==> config.mk <==
export PLATFORM = sky130hd
export DESIGN_NAME = bmd_decoder
export DESIGN_NICKNAME = d
export VERILOG_FILES = /design/src/hw/bmd_decoder.v /design/src/hw/bmd_grp_len.v /design/src/hw/bmd_buf2.v
export VERILOG_INCLUDE_DIRS = /design/src /design/src/hw
export SDC_FILE = /design/constraint.sdc
export NUM_CORES = 1
export LEC_CHECK = 0
export BUFFER_PORTS_ARGS = -buffer_cell sky130_fd_sc_hd__buf_2
export CORE_MARGIN = 8
export CORE_UTILIZATION = 45
export CTS_CLUSTER_SIZE = 24
export DETAILED_ROUTE_END_ITERATION = 8
export GPL_TIMING_DRIVEN = 0
export PLACE_DENSITY = 0.66
export SYNTH_ARGS = -nofsm -noshare
export SYNTH_HDL_FRONTEND = slang
export SYNTH_SLANG_ARGS = --single-unit
==> constraint.sdc <==
create_clock -name CLK -period 3.71 [get_ports CLK]
set_clock_uncertainty 0.1 [all_clocks]
set_input_delay 0.5565 -clock CLK [delete_from_list [all_inputs] [get_ports CLK]]
set_output_delay 0.5565 -clock CLK [all_outputs]
set_load 0.05 [all_outputs]
==> src/hw/bmd_consts.vh <==
// Constants for the block move instruction decoder
`ifndef BMD_CONSTS_VH
`define BMD_CONSTS_VH

// Instruction type field, bits 31-30 of the first word
`define BMD_TYPE_HI 31
`define BMD_TYPE_LO 30
`define BMD_TYPE_BLOCK 2'h0
`define BMD_TYPE_IORW 2'h1
`define BMD_TYPE_XFER 2'h2
`define BMD_TYPE_MEMMOVE 2'h3

// Field positions of the first word
`define BMD_IO_OP_HI 29
`define BMD_IO_OP_LO 27
`define BMD_IND_BIT 29
`define BMD_TBL_BIT 28
`define BMD_OPC_BIT 27
`define BMD_PH_HI 26
`define BMD_PH_LO 24
`define BMD_CMD_HI 31
`define BMD_CMD_LO 24
`define BMD_CNT_HI 23
`define BMD_CNT_LO 0
`define BMD_OFS_SIGN 23

// Bus phase code of the command phase (MSG, C/D, I/O)
`define BMD_PHASE_CMD 3'h2

// Instruction pointer steps
`define BMD_STEP_TWO 32'h00000008
`define BMD_STEP_THREE 32'h0000000C
`define BMD_WORD_STEP 32'h00000004

// Command length per group code; zero length stops the move
`define BMD_GRP0_LEN 24'h000006
`define BMD_GRP1_LEN 24'h00000A
`define BMD_GRP2_LEN 24'h00000A
`define BMD_GRP3_LEN 24'h000000
`define BMD_GRP4_LEN 24'h000010
`define BMD_GRP5_LEN 24'h00000C

// Reset values
`define BMD_RST_WORD 32'h00000000
`define BMD_RST_CNT 24'h000000

`endif

==> src/hw/bmd_decoder.v <==
// Block move instruction decoder and byte mover
//
// Functional notes
// - Top two bits of first word select one of four instruction types.
// - Type 01 exposes bits 29-27 as the I/O or read/write opcode.
// - First word fills command and counter; second fills pointer save.
// - Only memory move fetches a third word, into the return stack.
// - Chained move holds an odd leftover byte to pair with next move.
// - Direct mode loads start address and increments it per byte.
// - Indirect mode fetches real address into pointer save, then direct.
// - Table mode adds signed 24-bit offset to structure base.
// - Table entry gives count word then 32-bit buffer address.
// - Table words are little endian, low byte at low address.
// - Indirect plus table-indirect together is an illegal instruction.
// - Target role: bit 27 clear is plain move, set is chained move.
// - Target waits for bus ready, then drives phase; initiator senses.
// - Target command phase sizes count from first byte's group code.
// - Unknown group code keeps the count already in the counter.
// - Zero command length stops after first byte with an interrupt.
// - Other target phases move exactly the instruction's byte count.
// - Attention during target move may finish, then interrupts.
// - Data passes a buffer so receiver stalls lose nothing.
// - Initiator: bit 27 set is plain; phase mismatch interrupts, halts.
// - Bits 26-24 compared with phase latched at request.
// - Bits 23-0 load counter; decrement per byte, fetch next at zero.
`timescale 1ns/10ps
`include "bmd_consts.vh"
module bmd_decoder #(
    parameter BUF_W = 49
) (
    // Clock and reset
    input wire CLK,
    input wire RST,
    // Control
    input wire GO,
    input wire [31:0] START_PTR,
    input wire TARGET_MODE,
    input wire BUS_READY,
    input wire ATN_FINISH,
    input wire ATN,
    input wire [31:0] STRUCTURE_BASE_REG,
    // Instruction and table fetch
    output reg FETCH_REQ,
    output reg [31:0] FETCH_ADDR,
    input wire FETCH_ACK,
    input wire [31:0] FETCH_DATA,
    // Bus phase
    input wire PHASE_VALID,
    input wire [2:0] LATCHED_PHASE_STATUS,
    output reg [2:0] PHASE_OUT,
    output reg PHASE_OE,
    // Byte stream in
    input wire IN_VALID,
    input wire [7:0] IN_DATA,
    output reg IN_READY,
    // Wide word stream out
    output wire OUT_VALID,
    output wire [15:0] OUT_DATA,
    output wire [31:0] OUT_ADDR,
    output wire OUT_LAST,
    input wire OUT_READY,
    // Decoded state
    output reg [1:0] INSTR_TYPE,
    output reg [2:0] IO_OPCODE,
    output reg [7:0] COMMAND_CODE_REG,
    output reg [23:0] TRANSFER_BYTE_COUNTER,
    output reg [31:0] POINTER_SAVE_REG,
    output reg [31:0] RETURN_STACK_REG,
    output reg [31:0] NEXT_DATA_ADDRESS_REG,
    output reg [31:0] INSTR_PTR,
    output reg CHAINED_BLOCK_MOVE,
    // Status
    output reg BUSY,
    output reg DONE,
    output reg ILLEGAL_INT,
    output reg MISMATCH_INT,
    output reg CMD_ZERO_INT,
    output reg ATN_INT
);
    localparam S_IDLE = 4'h0;
    localparam S_F1 = 4'h1;
    localparam S_F2 = 4'h2;
    localparam S_F3 = 4'h3;
    localparam S_DEC = 4'h4;
    localparam S_IND = 4'h5;
    localparam S_TB1 = 4'h6;
    localparam S_TB2 = 4'h7;
    localparam S_PH = 4'h8;
    localparam S_CMD = 4'h9;
    localparam S_XFER = 4'hA;
    localparam S_END = 4'hB;
    localparam S_HALT = 4'hC;

    reg [3:0] state_q;
    reg [31:0] word1_q;
    reg [7:0] lo_q;
    reg have_lo_q;
    reg [31:0] lo_addr_q;
    reg pend_q;
    reg [15:0] pend_data_q;
    reg [31:0] pend_addr_q;
    reg pend_last_q;
    reg atn_seen_q;
    wire fetched;
    wire accept;
    wire pend_take;
    wire [23:0] grp_len;
    wire grp_ok;
    wire [31:0] tbl_addr;
    wire is_cmd;

    assign fetched = FETCH_REQ & FETCH_ACK;
    assign accept = IN_VALID & IN_READY;
    // Table entry address from sign-extended offset
    assign tbl_addr = STRUCTURE_BASE_REG
        + {{8{POINTER_SAVE_REG[`BMD_OFS_SIGN]}}, POINTER_SAVE_REG[23:0]};
    assign is_cmd = TARGET_MODE &&
        (word1_q[`BMD_PH_HI:`BMD_PH_LO] == `BMD_PHASE_CMD);

    // Command group code lookup
    bmd_grp_len u_grp (
        .cmd_byte(IN_DATA),
        .cmd_len(grp_len),
        .len_ok(grp_ok)
    );

    // Word buffer between mover and receiver
    bmd_buf2 #(.W(BUF_W)) u_buf (
        .clk(CLK),
        .rst(RST),
        .in_valid(pend_q),
        .in_data({pend_last_q, pend_addr_q, pend_data_q}),
        .in_ready(pend_take),
        .out_valid(OUT_VALID),
        .out_data({OUT_LAST, OUT_ADDR, OUT_DATA}),
        .out_ready(OUT_READY)
    );

    // Input ready pulses once per byte, only with room; in a move also only with count left, the command byte needs none
    always @(posedge CLK) begin
        if (RST) begin
            IN_READY <= 1'b0;
        end else if (accept) begin
            IN_READY <= 1'b0;
        end else begin
            IN_READY <= ((state_q == S_XFER &&
                TRANSFER_BYTE_COUNTER != `BMD_RST_CNT) ||
                state_q == S_CMD) && !pend_q;
        end
    end

    // Pending word register feeding the buffer
    always @(posedge CLK) begin
        if (RST) begin
            pend_q <= 1'b0;
            pend_data_q <= 16'h0000;
            pend_addr_q <= `BMD_RST_WORD;
            pend_last_q <= 1'b0;
        end else if (accept && have_lo_q) begin
            pend_q <= 1'b1; // Pair completes a wide word
            pend_data_q <= {IN_DATA, lo_q};
            pend_addr_q <= lo_addr_q;
            pend_last_q <= 1'b0;
        end else if (state_q == S_END && have_lo_q &&
                     !CHAINED_BLOCK_MOVE && !pend_q) begin
            pend_q <= 1'b1; // Odd byte of a plain move goes out alone
            pend_data_q <= {8'h00, lo_q};
            pend_addr_q <= lo_addr_q;
            pend_last_q <= 1'b1;
        end else if (pend_take) begin
            pend_q <= 1'b0;
        end
    end

    // Sequencer: fetch, decode, move, advance
    always @(posedge CLK) begin
        if (RST) begin
            state_q <= S_IDLE;
            word1_q <= `BMD_RST_WORD;
            FETCH_REQ <= 1'b0;
            FETCH_ADDR <= `BMD_RST_WORD;
            PHASE_OUT <= 3'h0;
            PHASE_OE <= 1'b0;
            INSTR_TYPE <= 2'h0;
            IO_OPCODE <= 3'h0;
            COMMAND_CODE_REG <= 8'h00;
            TRANSFER_BYTE_COUNTER <= `BMD_RST_CNT;
            POINTER_SAVE_REG <= `BMD_RST_WORD;
            RETURN_STACK_REG <= `BMD_RST_WORD;
            NEXT_DATA_ADDRESS_REG <= `BMD_RST_WORD;
            INSTR_PTR <= `BMD_RST_WORD;
            CHAINED_BLOCK_MOVE <= 1'b0;
            BUSY <= 1'b0;
            DONE <= 1'b0;
            ILLEGAL_INT <= 1'b0;
            MISMATCH_INT <= 1'b0;
            CMD_ZERO_INT <= 1'b0;
            ATN_INT <= 1'b0;
            lo_q <= 8'h00;
            have_lo_q <= 1'b0;
            lo_addr_q <= `BMD_RST_WORD;
            atn_seen_q <= 1'b0;
        end else begin
            DONE <= 1'b0;
            if (fetched) begin
                FETCH_REQ <= 1'b0;
            end
            // Byte accepted: count down, address up
            if (accept) begin
                NEXT_DATA_ADDRESS_REG <= NEXT_DATA_ADDRESS_REG
                    + 32'h00000001;
                if (!have_lo_q) begin
                    lo_q <= IN_DATA;
                    lo_addr_q <= NEXT_DATA_ADDRESS_REG;
                end
                have_lo_q <= !have_lo_q;
            end
            case (state_q)
                S_IDLE, S_HALT: begin
                    if (GO) begin
                        INSTR_PTR <= START_PTR;
                        FETCH_ADDR <= START_PTR;
                        FETCH_REQ <= 1'b1;
                        BUSY <= 1'b1;
                        ILLEGAL_INT <= 1'b0;
                        MISMATCH_INT <= 1'b0;
                        CMD_ZERO_INT <= 1'b0;
                        ATN_INT <= 1'b0;
                        state_q <= S_F1;
                    end
                end
                S_F1: begin
                    if (fetched) begin
                        // First word to command and counter
                        word1_q <= FETCH_DATA;
                        COMMAND_CODE_REG <=
                            FETCH_DATA[`BMD_CMD_HI:`BMD_CMD_LO];
                        TRANSFER_BYTE_COUNTER <=
                            FETCH_DATA[`BMD_CNT_HI:`BMD_CNT_LO];
                        INSTR_TYPE <=
                            FETCH_DATA[`BMD_TYPE_HI:`BMD_TYPE_LO];
                        IO_OPCODE <=
                            FETCH_DATA[`BMD_IO_OP_HI:`BMD_IO_OP_LO];
                        FETCH_ADDR <= FETCH_ADDR + `BMD_WORD_STEP;
                        FETCH_REQ <= 1'b1;
                        state_q <= S_F2;
                    end
                end
                S_F2: begin
                    if (fetched) begin
                        POINTER_SAVE_REG <= FETCH_DATA;
                        NEXT_DATA_ADDRESS_REG <= FETCH_DATA;
                        if (INSTR_TYPE == `BMD_TYPE_MEMMOVE) begin
                            FETCH_ADDR <= FETCH_ADDR + `BMD_WORD_STEP;
                            FETCH_REQ <= 1'b1;
                            state_q <= S_F3;
                        end else begin
                            state_q <= S_DEC;
                        end
                    end
                end
                S_F3: begin
                    if (fetched) begin
                        RETURN_STACK_REG <= FETCH_DATA;
                        INSTR_PTR <= INSTR_PTR + `BMD_STEP_THREE;
                        DONE <= 1'b1;
                        BUSY <= 1'b0;
                        state_q <= S_IDLE;
                    end
                end
                S_DEC: begin
                    // Opcode sense depends on role
                    CHAINED_BLOCK_MOVE <= TARGET_MODE ?
                        word1_q[`BMD_OPC_BIT] : !word1_q[`BMD_OPC_BIT];
                    atn_seen_q <= 1'b0;
                    if (INSTR_TYPE != `BMD_TYPE_BLOCK) begin
                        // Other types are handed on after two words
                        INSTR_PTR <= INSTR_PTR + `BMD_STEP_TWO;
                        DONE <= 1'b1;
                        BUSY <= 1'b0;
                        state_q <= S_IDLE;
                    end else if (word1_q[`BMD_IND_BIT] &&
                                 word1_q[`BMD_TBL_BIT]) begin
                        ILLEGAL_INT <= 1'b1; // Before any indirect or table fetch
                        BUSY <= 1'b0;
                        state_q <= S_HALT;
                    end else if (word1_q[`BMD_IND_BIT]) begin
                        FETCH_ADDR <= POINTER_SAVE_REG;
                        FETCH_REQ <= 1'b1;
                        state_q <= S_IND;
                    end else if (word1_q[`BMD_TBL_BIT]) begin
                        FETCH_ADDR <= tbl_addr;
                        FETCH_REQ <= 1'b1;
                        state_q <= S_TB1;
                    end else begin
                        state_q <= S_PH;
                    end
                end
                S_IND: begin
                    if (fetched) begin
                        POINTER_SAVE_REG <= FETCH_DATA;
                        NEXT_DATA_ADDRESS_REG <= FETCH_DATA;
                        state_q <= S_PH;
                    end
                end
                S_TB1: begin
                    if (fetched) begin
                        // Low byte at low address, top byte zero
                        TRANSFER_BYTE_COUNTER <= FETCH_DATA[23:0];
                        FETCH_ADDR <= FETCH_ADDR + `BMD_WORD_STEP;
                        FETCH_REQ <= 1'b1;
                        state_q <= S_TB2;
                    end
                end
                S_TB2: begin
                    if (fetched) begin
                        NEXT_DATA_ADDRESS_REG <= FETCH_DATA;
                        state_q <= S_PH;
                    end
                end
                S_PH: begin
                    if (TARGET_MODE) begin
                        if (BUS_READY) begin
                            // Drive phase lines as coded
                            PHASE_OUT <= word1_q[`BMD_PH_HI:`BMD_PH_LO];
                            PHASE_OE <= 1'b1;
                            state_q <= is_cmd ? S_CMD : S_XFER;
                        end
                    end else if (PHASE_VALID) begin
                        // Initiator senses and compares phase
                        if (LATCHED_PHASE_STATUS !=
                            word1_q[`BMD_PH_HI:`BMD_PH_LO]) begin
                            MISMATCH_INT <= 1'b1;
                            BUSY <= 1'b0;
                            state_q <= S_HALT;
                        end else begin
                            state_q <= S_XFER;
                        end
                    end
                end
                S_CMD: begin
                    if (accept) begin
                        if (!grp_ok) begin
                            // Keep the held count
                            TRANSFER_BYTE_COUNTER <= TRANSFER_BYTE_COUNTER
                                - 24'h000001;
                            state_q <= S_XFER;
                        end else if (grp_len == `BMD_RST_CNT) begin
                            TRANSFER_BYTE_COUNTER <= `BMD_RST_CNT;
                            CMD_ZERO_INT <= 1'b1;
                            state_q <= S_END;
                        end else begin
                            TRANSFER_BYTE_COUNTER <= grp_len
                                - 24'h000001;
                            state_q <= S_XFER;
                        end
                    end
                end
                S_XFER: begin
                    if (accept) begin
                        TRANSFER_BYTE_COUNTER <= TRANSFER_BYTE_COUNTER
                            - 24'h000001;
                    end
                    if (TARGET_MODE && ATN) begin
                        atn_seen_q <= 1'b1;
                    end
                    if (TRANSFER_BYTE_COUNTER == `BMD_RST_CNT ||
                        (TARGET_MODE && atn_seen_q && !ATN_FINISH)) begin
                        state_q <= S_END;
                    end
                end
                S_END: begin
                    // Drain: odd byte kept only by a chained move
                    if (!pend_q && !CHAINED_BLOCK_MOVE)
                        have_lo_q <= 1'b0;
                    if (!pend_q && !(have_lo_q && !CHAINED_BLOCK_MOVE)) begin
                        PHASE_OE <= 1'b0;
                        if (CMD_ZERO_INT || atn_seen_q) begin
                            ATN_INT <= atn_seen_q;
                            BUSY <= 1'b0;
                            state_q <= S_HALT;
                        end else begin
                            // Sequential next instruction
                            INSTR_PTR <= INSTR_PTR + `BMD_STEP_TWO;
                            FETCH_ADDR <= INSTR_PTR + `BMD_STEP_TWO;
                            FETCH_REQ <= 1'b1;
                            state_q <= S_F1;
                        end
                    end
                end
                default: state_q <= S_IDLE;
            endcase
        end
    end
endmodule // bmd_decoder

==> src/hw/bmd_grp_len.v <==
// Command group code to command length decoder
`timescale 1ns/10ps
`include "bmd_consts.vh"
module bmd_grp_len (
    // First command byte
    input wire [7:0] cmd_byte,
    // Decoded length and its validity
    output reg [23:0] cmd_len,
    output reg len_ok
);
    // Group code sits in the top three bits of the byte
    always @* begin
        cmd_len = `BMD_RST_CNT;
        len_ok = 1'b1;
        case (cmd_byte[7:5])
            3'h0: cmd_len = `BMD_GRP0_LEN;
            3'h1: cmd_len = `BMD_GRP1_LEN;
            3'h2: cmd_len = `BMD_GRP2_LEN;
            3'h3: cmd_len = `BMD_GRP3_LEN;
            3'h4: cmd_len = `BMD_GRP4_LEN;
            3'h5: cmd_len = `BMD_GRP5_LEN;
            default: len_ok = 1'b0;
        endcase
    end
endmodule // bmd_grp_len

==> src/hw/bmd_buf2.v <==
// Two-entry buffer with valid and ready on both sides
`timescale 1ns/10ps
module bmd_buf2 #(
    parameter W = 49
) (
    // Clock and reset
    input wire clk,
    input wire rst,
    // Filling side
    input wire in_valid,
    input wire [W-1:0] in_data,
    output wire in_ready,
    // Draining side
    output reg out_valid,
    output reg [W-1:0] out_data,
    input wire out_ready
);
    reg [W-1:0] tail_q;
    reg [1:0] cnt_q;
    wire push;
    wire pop;

    // Head entry is presented directly; tail only holds overflow
    assign in_ready = (cnt_q != 2'h2);
    assign push = in_valid & in_ready;
    assign pop = out_valid & out_ready;

    // Occupancy and entry moves
    always @(posedge clk) begin
        if (rst) begin
            cnt_q <= 2'h0;
            out_valid <= 1'b0;
            out_data <= {W{1'b0}};
            tail_q <= {W{1'b0}};
        end else begin
            case (cnt_q)
                2'h0: begin
                    if (push) begin
                        out_data <= in_data;
                        out_valid <= 1'b1;
                        cnt_q <= 2'h1;
                    end
                end
                2'h1: begin
                    if (push && pop) begin
                        out_data <= in_data;
                    end else if (push) begin
                        tail_q <= in_data;
                        cnt_q <= 2'h2;
                    end else if (pop) begin
                        out_valid <= 1'b0;
                        cnt_q <= 2'h0;
                    end
                end
                2'h2: begin
                    if (pop) begin
                        out_data <= tail_q;
                        cnt_q <= 2'h1;
                    end
                end
                default: cnt_q <= 2'h0;
            endcase
        end
    end
endmodule // bmd_buf2

==> impl_metrics.env <==
export IMPL_first_pass_iters=8
export IMPL_synth_area_leaders="dfxtp_1 (38%), nand2_1 (8.6%), a21oi_1 (7.2%), nor2_1 (5.7%), mux2i_1 (5.1%)"
export IMPL_synth_edff_count=0
export IMPL_startpoint_type="flop"
export IMPL_power_switching_share=0.444
export IMPL_ctsHoldBuffers=0
export IMPL_rsz0062_at_grt="false"
export IMPL_path_cells="buf_2, nor3_1, nand2_1, clkbuf_1, nor3b_1, o2bb2ai_1, o21ai_0, a21oi_1"
export IMPL_grt_antenna_before_repair=4
export IMPL_layout_common_cells="nand2_1 (490), buf_2 (414), dfxtp_1 (401)"
export IMPL_syn_avg_cell_area_sq_um=7.74
export IMPL_drt_initial_drc_count=2922
export IMPL_yosysWarnings=0
export IMPL_worstSetupEndpointType="flop"
export IMPL_critPathSlowestCell="nor3_1"
export IMPL_cp_endpoint="FETCH_ADDR[13]"
export IMPL_dp_cells=3753
export IMPL_yosysTopAreaCell="dfxtp_1"
export IMPL_wirelength_microns=102000
export IMPL_drcViolationCount=0
export IMPL_pwr_share_seq=0.300
export IMPL_vias=23869
export IMPL_core_sq_um=47300
export IMPL_r2r_start="state_q[3]"
export IMPL_io_pins=378
export IMPL_grt_first_pass_wirelength_microns=147000
export IMPL_grt_max_degree=14
export IMPL_cts_resized=0
export IMPL_finalSetupViolCount=1
export IMPL_critPathMaxFanout=10
export IMPL_p_clk_frac=0.290
export IMPL_r2r_cells=8
export IMPL_synth_seq_cells=402
export IMPL_cts_made_buffers=46
export IMPL_hp_start="OUT_READY"
export IMPL_final_max_slew_violation_count=0
export IMPL_power_internal_mw=9.68
export IMPL_synth_top_cell_area_share=0.377
export IMPL_critPathKind="reg -> reg"
export IMPL_cts_setup_buffers=0
export IMPL_dp_hpwl_microns=79700
export IMPL_syn_area_sq_um=21400
export IMPL_status="complete, but fails checks"
export IMPL_max_cap_viol_count=0
export IMPL_die_w_microns=234
export IMPL_setup_tns_ps=-31.5
export IMPL_drive_above_1_share=0.172
export IMPL_worst_pin_slew_ps=1270
export IMPL_multiInputGateArea_sq_um=12300
export IMPL_ys_types=89
export IMPL_violations="negative setup slack"
export IMPL_grt_overflow_total=0
export IMPL_seqCellArea_sq_um=8050
export IMPL_grt_total_usage=0.359
export IMPL_synth_fp_nets=2926
export IMPL_clkLatencyLatePin_ps=610
export IMPL_required_ps=4120
export IMPL_avgRoutedWirePerCell_microns=26.6
export IMPL_nets=3350
export IMPL_dieHeight_microns=234
export IMPL_start_util=0.451
export IMPL_clock_sink_count=402
export IMPL_grt_pass1_vias=22034
export IMPL_viasPerCell=6.22
export IMPL_synthArstFlopShare=0
export IMPL_finalHoldViolCount=0
export IMPL_cts_tree="built"
export IMPL_fmax_ghz=0.267
export IMPL_holdPathStages=2
export IMPL_fin_ws_ps=-31.5
export IMPL_cts_htree_levels=2
export IMPL_synth_ff_type="dfxtp_1"
export IMPL_hold_ws_ps=96.9
export IMPL_timing_final_crit_share=1.01
export IMPL_synthCells=2762
export IMPL_r2r_slack_ps=-30
export IMPL_fin_crit_ps=3740
export IMPL_irDropWorstVdd_mv=0.344
export IMPL_r2r_end="FETCH_ADDR[13]"
export IMPL_drtAntennaViolNets=0
export IMPL_gp_congestion=1.01
export IMPL_combPwrFrac=0.410
export IMPL_arrival_ps=4150
export IMPL_power_density_nw_per_um2=678
export IMPL_area_delta_synth_final_pct=20.2
export IMPL_seq_area_frac_synth=0.377
export IMPL_n_fill_cell=4662
export IMPL_power_switching_mw=7.73
export IMPL_root_buffer="clkbuf_16"
export IMPL_stdcell_count=3840
export IMPL_maxSlewHeadroom=0.150
export IMPL_cts_max_path_buffers=3
export IMPL_io_buffers=376
export IMPL_max_stage_delay_ps=1020
export IMPL_p_leak_nw=10.2
export IMPL_crit_start="state_q[3]"
export IMPL_die_area_sq_um=54700
export IMPL_final_common_cell="nand2_1"
export IMPL_clkTransAtPathRegs_ps=60
export IMPL_num_rows=80
export IMPL_hold_path_class="in -> reg"
## cells in the mapped netlist (18+ instances only)
| library cell | count |
|---|---|
| nand2_1 | 490 |
| dfxtp_1 | 402 |
| nor2_1 | 323 |
| a21oi_1 | 308 |
| clkbuf_1 | 139 |
| o21ai_0 | 116 |
| mux2i_1 | 109 |
| a211oi_1 | 102 |
| nor3_1 | 58 |
| nand3_1 | 56 |
| xnor2_1 | 53 |
| xor2_1 | 52 |
| ha_1 | 45 |
| buf_2 | 38 |
| nand4_1 | 34 |
| inv_1 | 30 |
| a22oi_1 | 27 |
| a221oi_1 | 20 |
| a31oi_1 | 20 |
| nor4_1 | 18 |
## flip-flops by register name (all words and copies together) (netlist names), 32 cells and up
signal	cells
u_buf.out_data	49
u_buf.tail_q	49
FETCH_ADDR	32
INSTR_PTR	32
NEXT_DATA_ADDRESS_REG	32
POINTER_SAVE_REG	32
RETURN_STACK_REG	32
lo_addr_q	32
pend_addr_q	32
## area by class of cell
cell class                      count  share of cell area
Tap cell                          615              0.0299
Clock inverter                     24              0.0148
Clock buffer                       59              0.0499
Antenna cell                        4            0.000390
Buffer                            206              0.0354
Multi-Input combinational cell   2124               0.479
Sequential cell                   402               0.313
Inverter                           30             0.00438
Timing Repair Buffer              376              0.0732
## power by group through the flow
stage               combinational (mW)  sequential (mW)  clock [mW]
floorplan                         3.56             6.26           0
global placement                  6.89             5.29           0
detailed placement                6.88             5.30           0
CTS                               6.91             5.21        5.09
global route                      7.45             5.26        5.23
finish                            7.14             5.23        5.05
## stage by stage
| stage | setup WS, ps | util | total power, mW | instance area [sq um] |
|---|---|---|---|---|
| floorplan | 650 | - | 9.82 | 21400 |
| global placement | -1.97 | 0.507 | 12.2 | 24000 |
| detailed placement | -67.6 | 0.507 | 12.2 | 24000 |
| CTS | 39.6 | 0.543 | 17.2 | 25700 |
| global route | 50.6 | 0.543 | 17.9 | 25700 |
| finish | -31.5 | 0.543 | 17.4 | 25700 |
## kinds of logic after synthesis
logic type | synth area share
AND/OR/NAND/NOR | 0.224
AO/OA/AOI/OAI | 0.227
flip-flops | 0.377
buffers and inverters | 0.0479
multiplexers | 0.0532
XOR/XNOR | 0.0430
adder cells (fa/ha/maj) | 0.0277
## worst max-delay path: cells and delay by family (launching register included)
| family | cells | cell delay [ps] |
|---|---|---|
| AOI/OAI and AO/OA | 3 | 640 |
| buffers and inverters | 2 | 690 |
| DFF | 1 | 380 |
| and+or+nand+nor | 3 | 1810 |
## layer usage
metal | global-route usage | share of wire
met3 | 0.0762 | 0.10
met2 | 0.534 | 0.42
met5 | 0 | 0.00026
met4 | 0.159 | 0.049
met1 | 0.494 | 0.42
## worst min path at each step
stage	end	slack, ps
detailed placement	RETURN_STACK_REG[31]	350
finish	u_buf.cnt_q[1]	100
floorplan	pend_addr_q[0]	340
global route	u_buf.cnt_q[1]	100
CTS	u_buf.cnt_q[1]	80
global placement	RETURN_STACK_REG[7]	340
Power figures use the tool's default switching activity.
